File: config.mk
export PLATFORM = sky130hd
export DESIGN_NAME = slt_dut_end_flat
export DESIGN_NICKNAME = d
export VERILOG_FILES = /design/src/design/slt_pkg.sv /design/src/design/slt_link_if.sv /design/src/design/slt_dut_end.sv /design/src/flat_wrapper.sv
export VERILOG_INCLUDE_DIRS = /design/src /design/src/design
export SDC_FILE = /design/constraint.sdc
export NUM_CORES = 1
export LEC_CHECK = 0
export ABC_AREA = 1
export BUFFER_PORTS_ARGS = -buffer_cell sky130_fd_sc_hd__buf_2
export CAP_MARGIN = 10
export CORE_ASPECT_RATIO = 1.1
export CORE_MARGIN = 5
export CORE_UTILIZATION = 39
export DETAILED_ROUTE_END_ITERATION = 10
export PLACE_DENSITY = 0.61
export SLEW_MARGIN = 5
export SYNTH_ARGS = -nofsm -noshare
export SYNTH_HDL_FRONTEND = slang
export SYNTH_SLANG_ARGS = --single-unit
File: constraint.sdc
create_clock -name i_clk -period 1.8 [get_ports i_clk]
set_clock_uncertainty 0.15 [all_clocks]
set_input_delay 0.18 -clock i_clk [delete_from_list [all_inputs] [get_ports i_clk]]
set_output_delay 0.18 -clock i_clk [all_outputs]
set_load 0.03 [all_outputs]
File: src/design/slt_regs.svh
// Purpose: bit positions, codes and timing counts of the converter scan link
// Assumes: 50 MHz system clock on both ends
// Notes:   bit 0 is the first bit shifted in and out
`ifndef SLT_REGS_SVH
`define SLT_REGS_SVH

`define SLT_BSR_LEN       33
`define SLT_POS_PIN_DATA  0
`define SLT_POS_PIN_CTRL  1
`define SLT_POS_PIN_PU    2
`define SLT_POS_SUPREF    3
`define SLT_POS_SETTLE    4
`define SLT_POS_SWITCHCAP_TEST_ENABLE    5
`define SLT_POS_COMPARATOR_PRECHARGE_N_N   6
`define SLT_POS_GAIN_PASSGATE_ENABLE    7
`define SLT_POS_NEGATIVE_INPUT_SELECT    8
`define SLT_POS_CHSEL     11
`define SLT_POS_HOLD      19
`define SLT_POS_DAC       20
`define SLT_POS_GAIN_ON   30
`define SLT_POS_POWER     31
`define SLT_POS_COMP      32

`define SLT_IR_LEN        4
`define SLT_IR_EXTEST     4'h0
`define SLT_IR_SAMPLE     4'h2
`define SLT_IR_BYPASS     4'hf
`define SLT_IR_CAPTURE    4'h1

`define SLT_DAC_MID       10'h200
`define SLT_IDLE_CHSEL    8'h01
`define SLT_IDLE_NEGATIVE_INPUT_SELECT   3'h0

`define SLT_CLK_NS        20
`define SLT_DUMMY_NS      200
`define SLT_DUMMY_CYC     ((`SLT_DUMMY_NS + `SLT_CLK_NS - 1) / `SLT_CLK_NS)
`define SLT_RESET_TMS     5
`define SLT_LAST_PC       12

`endif

File: src/design/slt_pkg.sv
// Purpose: shared types of the converter scan link
// Assumes: standard test access port state graph
// Notes:   next-state function is used by both ends
package slt_pkg;
  typedef enum logic [3:0] {
    SLT_TLR, SLT_RTI, SLT_SEL_DR, SLT_CAP_DR, SLT_SHIFT_DR, SLT_EXIT1_DR, SLT_PAUSE_DR,
    SLT_EXIT2_DR, SLT_UPD_DR, SLT_SEL_IR, SLT_CAP_IR, SLT_SHIFT_IR, SLT_EXIT1_IR,
    SLT_PAUSE_IR, SLT_EXIT2_IR, SLT_UPD_IR
  } slt_tap_t;

  function automatic slt_tap_t slt_tap_next(input slt_tap_t s, input logic tms);
    slt_tap_t n;
    n = s;
    unique case (s)
      SLT_TLR:      n = tms ? SLT_TLR      : SLT_RTI;
      SLT_RTI:      n = tms ? SLT_SEL_DR   : SLT_RTI;
      SLT_SEL_DR:   n = tms ? SLT_SEL_IR   : SLT_CAP_DR;
      SLT_CAP_DR:   n = tms ? SLT_EXIT1_DR : SLT_SHIFT_DR;
      SLT_SHIFT_DR: n = tms ? SLT_EXIT1_DR : SLT_SHIFT_DR;
      SLT_EXIT1_DR: n = tms ? SLT_UPD_DR   : SLT_PAUSE_DR;
      SLT_PAUSE_DR: n = tms ? SLT_EXIT2_DR : SLT_PAUSE_DR;
      SLT_EXIT2_DR: n = tms ? SLT_UPD_DR   : SLT_SHIFT_DR;
      SLT_UPD_DR:   n = tms ? SLT_SEL_DR   : SLT_RTI;
      SLT_SEL_IR:   n = tms ? SLT_TLR      : SLT_CAP_IR;
      SLT_CAP_IR:   n = tms ? SLT_EXIT1_IR : SLT_SHIFT_IR;
      SLT_SHIFT_IR: n = tms ? SLT_EXIT1_IR : SLT_SHIFT_IR;
      SLT_EXIT1_IR: n = tms ? SLT_UPD_IR   : SLT_PAUSE_IR;
      SLT_PAUSE_IR: n = tms ? SLT_EXIT2_IR : SLT_PAUSE_IR;
      SLT_EXIT2_IR: n = tms ? SLT_UPD_IR   : SLT_SHIFT_IR;
      SLT_UPD_IR:   n = tms ? SLT_SEL_DR   : SLT_RTI;
    endcase
    return n;
  endfunction

  typedef enum logic [2:0] {SLT_T_IDLE, SLT_T_RESET, SLT_T_RUN, SLT_T_WAIT, SLT_T_DONE} slt_tst_t;
endpackage

File: src/design/slt_link_if.sv
// Purpose: four-wire scan link between tester and converter scan cells
// Assumes: tester drives the test clock
// Notes:   no tristate, tdo always driven
`timescale 1ns/100ps
interface slt_link_if;
  logic tck;
  logic tms;
  logic tdi;
  logic tdo;
  modport tester (output tck, output tms, output tdi, input tdo);
  modport dut    (input tck, input tms, input tdi, output tdo);
endinterface

File: src/design/slt_dut_end.sv
// Purpose: converter boundary-scan cells with a test access port
// Assumes: link pins are asynchronous, sampled by i_clk through two flops
// Notes:   analog behaviour is shown as control outputs only
`timescale 1ns/100ps
`include "slt_regs.svh"
module slt_dut_end
  import slt_pkg::*;
(
  input  wire logic       i_clk,
  input  wire logic       i_rst_b,
  slt_link_if.dut         link,
  input  wire logic       i_comparator,
  output logic            o_extest,
  output logic            o_converter_power,
  output logic            o_converter_ready,
  output logic [9:0]      o_dac,
  output logic [7:0]      o_input_channel_select,
  output logic [2:0]      o_negative_input_select,
  output logic            o_gain_passgate_enable,
  output logic            o_latch_precharge,
  output logic            o_switchcap_route,
  output logic            o_supply_reference,
  output logic            o_gain_settle_assist,
  output logic            o_gain_power_on,
  output logic            o_sample,
  output logic            o_pin3_data,
  output logic            o_pin3_oe,
  output logic            o_pin3_pullup
);
  localparam int LEN = `SLT_BSR_LEN;
  logic [3:0]     sync1_ff;
  logic [3:0]     sync2_ff;
  logic           tck_d_ff;
  slt_tap_t       tap_ff;
  logic [3:0]     ir_ff;
  logic [3:0]     irsr_ff;
  logic [LEN-1:0] sr_ff;
  logic [LEN-1:0] upd_ff;
  logic           byp_ff;
  logic           tdo_ff;
  logic [3:0]     dummy_ff;
  logic           pwr_d_ff;
  logic           rise;
  logic           fall;
  logic           tms_s;
  logic           tdi_s;
  logic           comp_s;
  logic           bsr_sel;
  logic           ext;
  logic [LEN-1:0] cells;

  // order {comparator, tdi, tms, tck}; all four see the same delay
  always_ff @(posedge i_clk or negedge i_rst_b) begin
    if (!i_rst_b) begin
      sync1_ff <= 4'h0;
      sync2_ff <= 4'h0;
      tck_d_ff <= 1'b0;
    end else begin
      sync1_ff <= {i_comparator, link.tdi, link.tms, link.tck};
      sync2_ff <= sync1_ff;
      tck_d_ff <= sync2_ff[0];
    end
  end
  assign rise    = sync2_ff[0] & ~tck_d_ff;
  assign fall    = ~sync2_ff[0] & tck_d_ff;
  assign tms_s   = sync2_ff[1];
  assign tdi_s   = sync2_ff[2];
  assign comp_s  = sync2_ff[3];
  assign bsr_sel = (ir_ff == `SLT_IR_EXTEST) || (ir_ff == `SLT_IR_SAMPLE);
  assign ext     = ir_ff == `SLT_IR_EXTEST;

  always_ff @(posedge i_clk or negedge i_rst_b) begin
    if (!i_rst_b) begin
      tap_ff <= SLT_TLR;
    end else if (rise) begin
      tap_ff <= slt_tap_next(tap_ff, tms_s);
    end
  end

  always_ff @(posedge i_clk or negedge i_rst_b) begin
    if (!i_rst_b) begin
      ir_ff   <= `SLT_IR_BYPASS;
      irsr_ff <= 4'h0;
    end else if (rise) begin
      unique case (tap_ff)
        SLT_TLR:      ir_ff <= `SLT_IR_BYPASS;
        SLT_CAP_IR:   irsr_ff <= `SLT_IR_CAPTURE;
        SLT_SHIFT_IR: irsr_ff <= {tdi_s, irsr_ff[3:1]};
        SLT_UPD_IR:   ir_ff <= irsr_ff;
        default:      ;
      endcase
    end
  end

  // capture takes the comparator, the rest reads back the update register, applied or not
  always_ff @(posedge i_clk or negedge i_rst_b) begin
    if (!i_rst_b) begin
      sr_ff  <= '0;
      byp_ff <= 1'b0;
      upd_ff <= '0;
    end else if (fall) begin
      // update on the fall inside update, so a clock stopped there still applies
      if (tap_ff == SLT_UPD_DR && bsr_sel) upd_ff <= sr_ff;
    end else if (rise) begin
      unique case (tap_ff)
        SLT_CAP_DR: begin
          sr_ff  <= {comp_s, upd_ff[LEN-2:0]};
          byp_ff <= 1'b0;
        end
        SLT_SHIFT_DR: begin
          sr_ff  <= {tdi_s, sr_ff[LEN-1:1]};
          byp_ff <= tdi_s;
        end
        default: ;
      endcase
    end
  end

  // tdo moves on the falling link edge, the far end samples it a full period on, at its next falling edge
  always_ff @(posedge i_clk or negedge i_rst_b) begin
    if (!i_rst_b) begin
      tdo_ff <= 1'b0;
    end else if (fall) begin
      if (tap_ff == SLT_SHIFT_DR) tdo_ff <= bsr_sel ? sr_ff[0] : byp_ff;
      else if (tap_ff == SLT_SHIFT_IR) tdo_ff <= irsr_ff[0];
      else tdo_ff <= 1'b0;
    end
  end
  assign link.tdo = tdo_ff;

  // idle controls outside extest, so the converter sits quiet
  always_comb begin
    cells = '0;
    cells[`SLT_POS_CHSEL +: 8]  = `SLT_IDLE_CHSEL;
    cells[`SLT_POS_DAC +: 10]   = `SLT_DAC_MID;
    cells[`SLT_POS_HOLD]        = 1'b1;
    cells[`SLT_POS_GAIN_PASSGATE_ENABLE]      = 1'b1;
    cells[`SLT_POS_COMPARATOR_PRECHARGE_N_N]     = 1'b1;
    if (ext) cells = upd_ff;
  end

  always_ff @(posedge i_clk or negedge i_rst_b) begin
    if (!i_rst_b) begin
      o_extest                <= 1'b0;
      o_converter_power       <= 1'b0;
      o_dac                   <= `SLT_DAC_MID;
      o_input_channel_select  <= `SLT_IDLE_CHSEL;
      o_negative_input_select <= `SLT_IDLE_NEGATIVE_INPUT_SELECT;
      o_gain_passgate_enable  <= 1'b1;
      o_latch_precharge       <= 1'b0;
      o_switchcap_route       <= 1'b0;
      o_supply_reference      <= 1'b0;
      o_gain_settle_assist    <= 1'b0;
      o_gain_power_on         <= 1'b0;
      o_sample                <= 1'b0;
      o_pin3_data             <= 1'b0;
      o_pin3_oe               <= 1'b0;
      o_pin3_pullup           <= 1'b0;
    end else begin
      o_extest                <= ext;
      o_converter_power       <= cells[`SLT_POS_POWER];
      o_dac                   <= cells[`SLT_POS_DAC +: 10];
      o_input_channel_select  <= cells[`SLT_POS_CHSEL +: 8];
      o_negative_input_select <= cells[`SLT_POS_NEGATIVE_INPUT_SELECT +: 3];
      o_gain_passgate_enable  <= cells[`SLT_POS_GAIN_PASSGATE_ENABLE];
      o_latch_precharge       <= ~cells[`SLT_POS_COMPARATOR_PRECHARGE_N_N];
      o_switchcap_route       <= cells[`SLT_POS_SWITCHCAP_TEST_ENABLE];
      o_supply_reference      <= cells[`SLT_POS_SUPREF];
      o_gain_settle_assist    <= cells[`SLT_POS_SETTLE];
      o_gain_power_on         <= cells[`SLT_POS_GAIN_ON];
      o_sample                <= cells[`SLT_POS_POWER] & ~cells[`SLT_POS_HOLD];
      o_pin3_data             <= cells[`SLT_POS_PIN_DATA];
      o_pin3_oe               <= cells[`SLT_POS_PIN_CTRL];
      o_pin3_pullup           <= cells[`SLT_POS_PIN_PU];
    end
  end

  // dummy conversion of ten comparisons after power-on
  always_ff @(posedge i_clk or negedge i_rst_b) begin
    if (!i_rst_b) begin
      pwr_d_ff          <= 1'b0;
      dummy_ff          <= 4'h0;
      o_converter_ready <= 1'b0;
    end else begin
      pwr_d_ff <= cells[`SLT_POS_POWER];
      if (cells[`SLT_POS_POWER] && !pwr_d_ff) dummy_ff <= 4'(`SLT_DUMMY_CYC);
      else if (dummy_ff != 4'h0) dummy_ff <= dummy_ff - 4'h1;
      o_converter_ready <= cells[`SLT_POS_POWER] && pwr_d_ff && (dummy_ff == 4'h0);
    end
  end
endmodule

File: src/flat_wrapper.sv
// flat-port wrapper written by rule: the top's interface ports become plain ports
module slt_dut_end_flat import slt_pkg::*;
  (i_clk, i_rst_b, i_comparator, o_extest, o_converter_power, o_converter_ready, o_dac, o_input_channel_select, o_negative_input_select, o_gain_passgate_enable, o_latch_precharge, o_switchcap_route, o_supply_reference, o_gain_settle_assist, o_gain_power_on, o_sample, o_pin3_data, o_pin3_oe, o_pin3_pullup, link_tck, link_tms, link_tdi, link_tdo);
  slt_link_if link_i ();
  input  wire logic i_clk;
  input  wire logic i_rst_b;
  input  wire logic i_comparator;
  output logic o_extest;
  output logic o_converter_power;
  output logic o_converter_ready;
  output logic [9:0] o_dac;
  output logic [7:0] o_input_channel_select;
  output logic [2:0] o_negative_input_select;
  output logic o_gain_passgate_enable;
  output logic o_latch_precharge;
  output logic o_switchcap_route;
  output logic o_supply_reference;
  output logic o_gain_settle_assist;
  output logic o_gain_power_on;
  output logic o_sample;
  output logic o_pin3_data;
  output logic o_pin3_oe;
  output logic o_pin3_pullup;
  input wire logic [$bits(link_i.tck)-1:0] link_tck;
  input wire logic [$bits(link_i.tms)-1:0] link_tms;
  input wire logic [$bits(link_i.tdi)-1:0] link_tdi;
  output wire logic [$bits(link_i.tdo)-1:0] link_tdo;
  assign link_i.tck = link_tck;
  assign link_i.tms = link_tms;
  assign link_i.tdi = link_tdi;
  assign link_tdo = link_i.tdo;
  slt_dut_end u_core (.i_clk(i_clk), .i_rst_b(i_rst_b), .link(link_i), .i_comparator(i_comparator), .o_extest(o_extest), .o_converter_power(o_converter_power), .o_converter_ready(o_converter_ready), .o_dac(o_dac), .o_input_channel_select(o_input_channel_select), .o_negative_input_select(o_negative_input_select), .o_gain_passgate_enable(o_gain_passgate_enable), .o_latch_precharge(o_latch_precharge), .o_switchcap_route(o_switchcap_route), .o_supply_reference(o_supply_reference), .o_gain_settle_assist(o_gain_settle_assist), .o_gain_power_on(o_gain_power_on), .o_sample(o_sample), .o_pin3_data(o_pin3_data), .o_pin3_oe(o_pin3_oe), .o_pin3_pullup(o_pin3_pullup));
endmodule
==> results summary <==
After synthesis, the most frequently instantiated cells are 119 x sky130_fd_sc_hd__dfrtp_1, 100 x sky130_fd_sc_hd__nand2_1, 84 x sky130_fd_sc_hd__inv_1, 41 x sky130_fd_sc_hd__nor2_1, 35 x sky130_fd_sc_hd__o21ai_0. The worst hold-check slack is 0.0652 ns. The max-cap violation count is 0.

STA classifies the critical path endpoint as a register. The antenna diode instance count is 0. In the post-synthesis netlist, the cell with the most instances is sky130_fd_sc_hd__dfrtp_1. The slowest stage of the critical path is the sky130_fd_sc_hd__dfrtp_2 cell.

Setup repair after global routing left no endpoint under its margin. The sequential-to-total area share from yosys stat came out at 0.589. The critical path's largest stage delay came out at 0.47 ns.

For this run, the leading register cell type out of synthesis is sky130_fd_sc_hd__dfrtp_1. The hold violation count in the final report was 0. The number of rows created at floorplan came out at 45. The number of antenna violations at the first check in global routing is 0. The family of cells with the greatest summed delay on the critical path is flip-flops.

The post-CTS setup buffer count came out at 0. The area of the core came out at 13,600 um2. After routing, the total negative slack on setup checks comes to 0 ns.

The highest clock rate is 599 MHz. The signal arrival time at the worst endpoint came out at 1.84 ns. Measured along the x axis, the die boundary spans 122 um. The number of buffers and inverters on the critical path is 1. In this run the clock root is driven by a sky130_fd_sc_hd__clkbuf_16. The worst-margin pin slew is 0.407 ns. The number of DRC violations after detailed routing is 0. After synthesis the cells add up to 5360 um2. The critical path is of the reg2reg type. The power per cell area came out at 1280 nW/um2.

Fill cells in the final layout number 1,269. Summed over all layers, the global routing overflow is 0. The number of buffers added on ports came out at 40. The CTS clock-pin slew for the worst setup and hold paths is 0.06 ns. The largest fanout on the critical path is 21.

The worst hold path class is in2async. TritonCTS built the clock tree. The die height came out at 133 um. Ranked by total cell area, the synthesized netlist is headed by sky130_fd_sc_hd__dfrtp_1 56%, sky130_fd_sc_hd__nand2_1 7.0%, sky130_fd_sc_hd__inv_1 5.9%, sky130_fd_sc_hd__o211ai_2 4.2%, sky130_fd_sc_hd__dfstp_2 3.4%. The global-route usage over all layers came out at 0.135.

Walking the worst path, the cells encountered are nor2_4 > nand2_4 > a21oi_4 > buf_12 > o211ai_2 > o21ai_0. The number of max-slew violations in the final report is 0. The via count of the first global-routing pass was 3,773. Clock tree synthesis inserted a total of 17 buffers. Pin placement for this block handled 41 I/O pins. The final period utilization came out at 0.927. Entering global routing, the biggest net connects 65 pins.

The later-pin clock latency in the skew report came out at 0.41 ns. After synthesis, the share of flip-flops with an asynchronous set or reset is 1.00. Counting cells, the worst reg-to-reg path comes to 6. The synthesized area divided by synthesized cell count is 9.95 um2.

The filler-free cell count of the finished design is 798. The routability congestion estimate from global placement came out at 0.913. The detailed router's first-iteration violation count is 222. The per-cell via count in the routed design came out at 4.68. The sort of element at the start of the critical path is a register. The total placed cells including tap cells is 760. The netlist uses 32 different library cells.

In this run the tightest slew margin relative to its limit is 0.726. The share of layout cells above drive strength 1 is 0.246. Overall power consumption after layout is estimated at 8370 uW. For this design, the sink count on the clock tree is 126. The final wirelength came out at 10.2 mm. Synthesis produced a netlist with a net count of 546. The area enclosed by the die boundary is 16,200 um2.

In this run the deepest clock path goes through 2 buffers. Relative to the synthesized area, the layout overhead comes to 22.0%. The largest total area in the synthesized netlist belongs to sky130_fd_sc_hd__dfrtp_1. Counting flops with a built-in enable in the synthesized netlist gives 0. The half-perimeter wire length after detailed placement is 6.54 mm.

The effective utilization at floorplan is 0.394. The via count is 3,735. For the worst setup path, the data required time is 1.97 ns. Across the VDD grid, the largest voltage drop is 0.535 mV. Counting buffers and inverters, the worst setup path is 6 cells deep.

The first global-routing pass estimated 17.6 mm of wire. The number of H-tree levels is 4. The setup-violating endpoint count in the final report came out at 0. The count of synthesis-stage warnings from yosys is 0. In the final design database the tool counted 604 nets. The flip-flop and latch count after synthesis came out at 126. The portion of synthesized cell area occupied by the leading cell type came out at 0.555.

Subtracting the final worst setup slack from the clock period gives 1.67 ns. The remaining antenna violation count came out at 0. The length of the first detailed-routing pass in iterations is 4. The static leakage came out at 0.00293 uW. The synthesized netlist cell count came out at 539. After detailed routing, the average wire length per cell comes to 12.8 um. The run finished with clean final reports.
## flip-flops by register name, summed over array words and instances (netlist names), 8 cells and up
register                       flops
u_core.sr_ff                      33
u_core.upd_ff                     32
u_core.o_dac                      10
u_core.o_input_channel_select      8
## metal layers
metal  track usage  vias up  wire length [um]
met5             0        -                 0
met3        0.0363       23               409
met2         0.214       74              4920
met1         0.172     1790              4650
li1              -     1848                 -
met4        0.0641        0               233
## power by group
group | internal, uW | switching [uW] | leakage (uW)
Sequential | 3060 | 143 | 0.00170
Clock | 2530 | 1270 | 0.000312
Combinational | 451 | 908 | 0.000913
Total | 6040 | 2320 | 0.00293
## per-stage QoR
step           area, um2   util  setup WS, ns
5_1_grt             6540  0.480        0.0163
3_5_place_dp        5800  0.425         0.123
6_report            6540  0.480         0.131
2_1_floorplan       5360      -         0.247
4_1_cts             6510  0.478        0.0821
3_3_place_gp        5800  0.425         0.189
## repair_timing
action	CTS	global route
hold buffers	5	0
resized for setup	0	2
hold endpoints to repair	123	0
setup endpoints to repair	0	1
## logic make-up (layout without fill, tap and decap cells)
| logic type | Yosys count | after routing | share of synthesized area |
|---|---|---|---|
| buffers and inverters | 113 | 184 | 0.102 |
| AOI/OAI and AO/OA | 126 | 126 | 0.166 |
| DFF | 126 | 126 | 0.589 |
| and+or+nand+nor | 173 | 173 | 0.140 |
| adders and majority gates | 1 | 1 | 0.00233 |
## final cells by class
class | instances | area, um2 | share of cell area
flip-flops and latches | 126 | 3160 | 0.484
multi-input cells | 300 | 1650 | 0.253
repair buffers | 65 | 499 | 0.0763
clock buffers | 19 | 453 | 0.0692
inverters | 87 | 327 | 0.0499
well taps | 188 | 235 | 0.0360
clock inverters | 13 | 211 | 0.0323
## worst paths after layout
| kind | endpoint | slack [ns] | startpoint |
|---|---|---|---|
| min reg2reg | u_core.sync2_ff[0]$_DFF_PN0_ | 0.20 | u_core.sync1_ff[0]$_DFF_PN0_ |
| min | u_core.o_dac[6]$_DFF_PN0_ | 0.07 | i_rst_b |
| max in group asynchronous | u_core.o_dac[9]$_DFF_PN1_ | 0.79 | i_rst_b |
| min in group i_clk | u_core.sync2_ff[0]$_DFF_PN0_ | 0.20 | u_core.sync1_ff[0]$_DFF_PN0_ |
| max reg2reg | u_core.sr_ff[19]$_DFFE_PN0P_ | 0.13 | u_core.tap_ff[3]$_DFFE_PN0P_ |
| max | u_core.sr_ff[19]$_DFFE_PN0P_ | 0.13 | u_core.tap_ff[3]$_DFFE_PN0P_ |
## placed cells by master, fill, tap and decap left out, drive strengths merged
cell type | netlist | final
or2 | 5 | 5
a31oi | 4 | 4
o211ai | 33 | 33
buf | 20 | 59
o221ai | 1 | 1
nand4 | 1 | 1
bufinv | 0 | 5
o21a | 1 | 1
inv | 87 | 88
dfstp | 7 | 7
clkinv | 0 | 3
a21oi | 8 | 8
nand2 | 103 | 103
clkinvlp | 0 | 4
nor2 | 46 | 46
nor3 | 3 | 3
a211oi | 1 | 1
nand3 | 15 | 15
dlygate4sd3 | 0 | 5
a22oi | 3 | 3
o21ai | 75 | 75
dfrtp | 119 | 119
clkbuf | 6 | 20
ha | 1 | 1
Power figures use the tool's default switching activity.
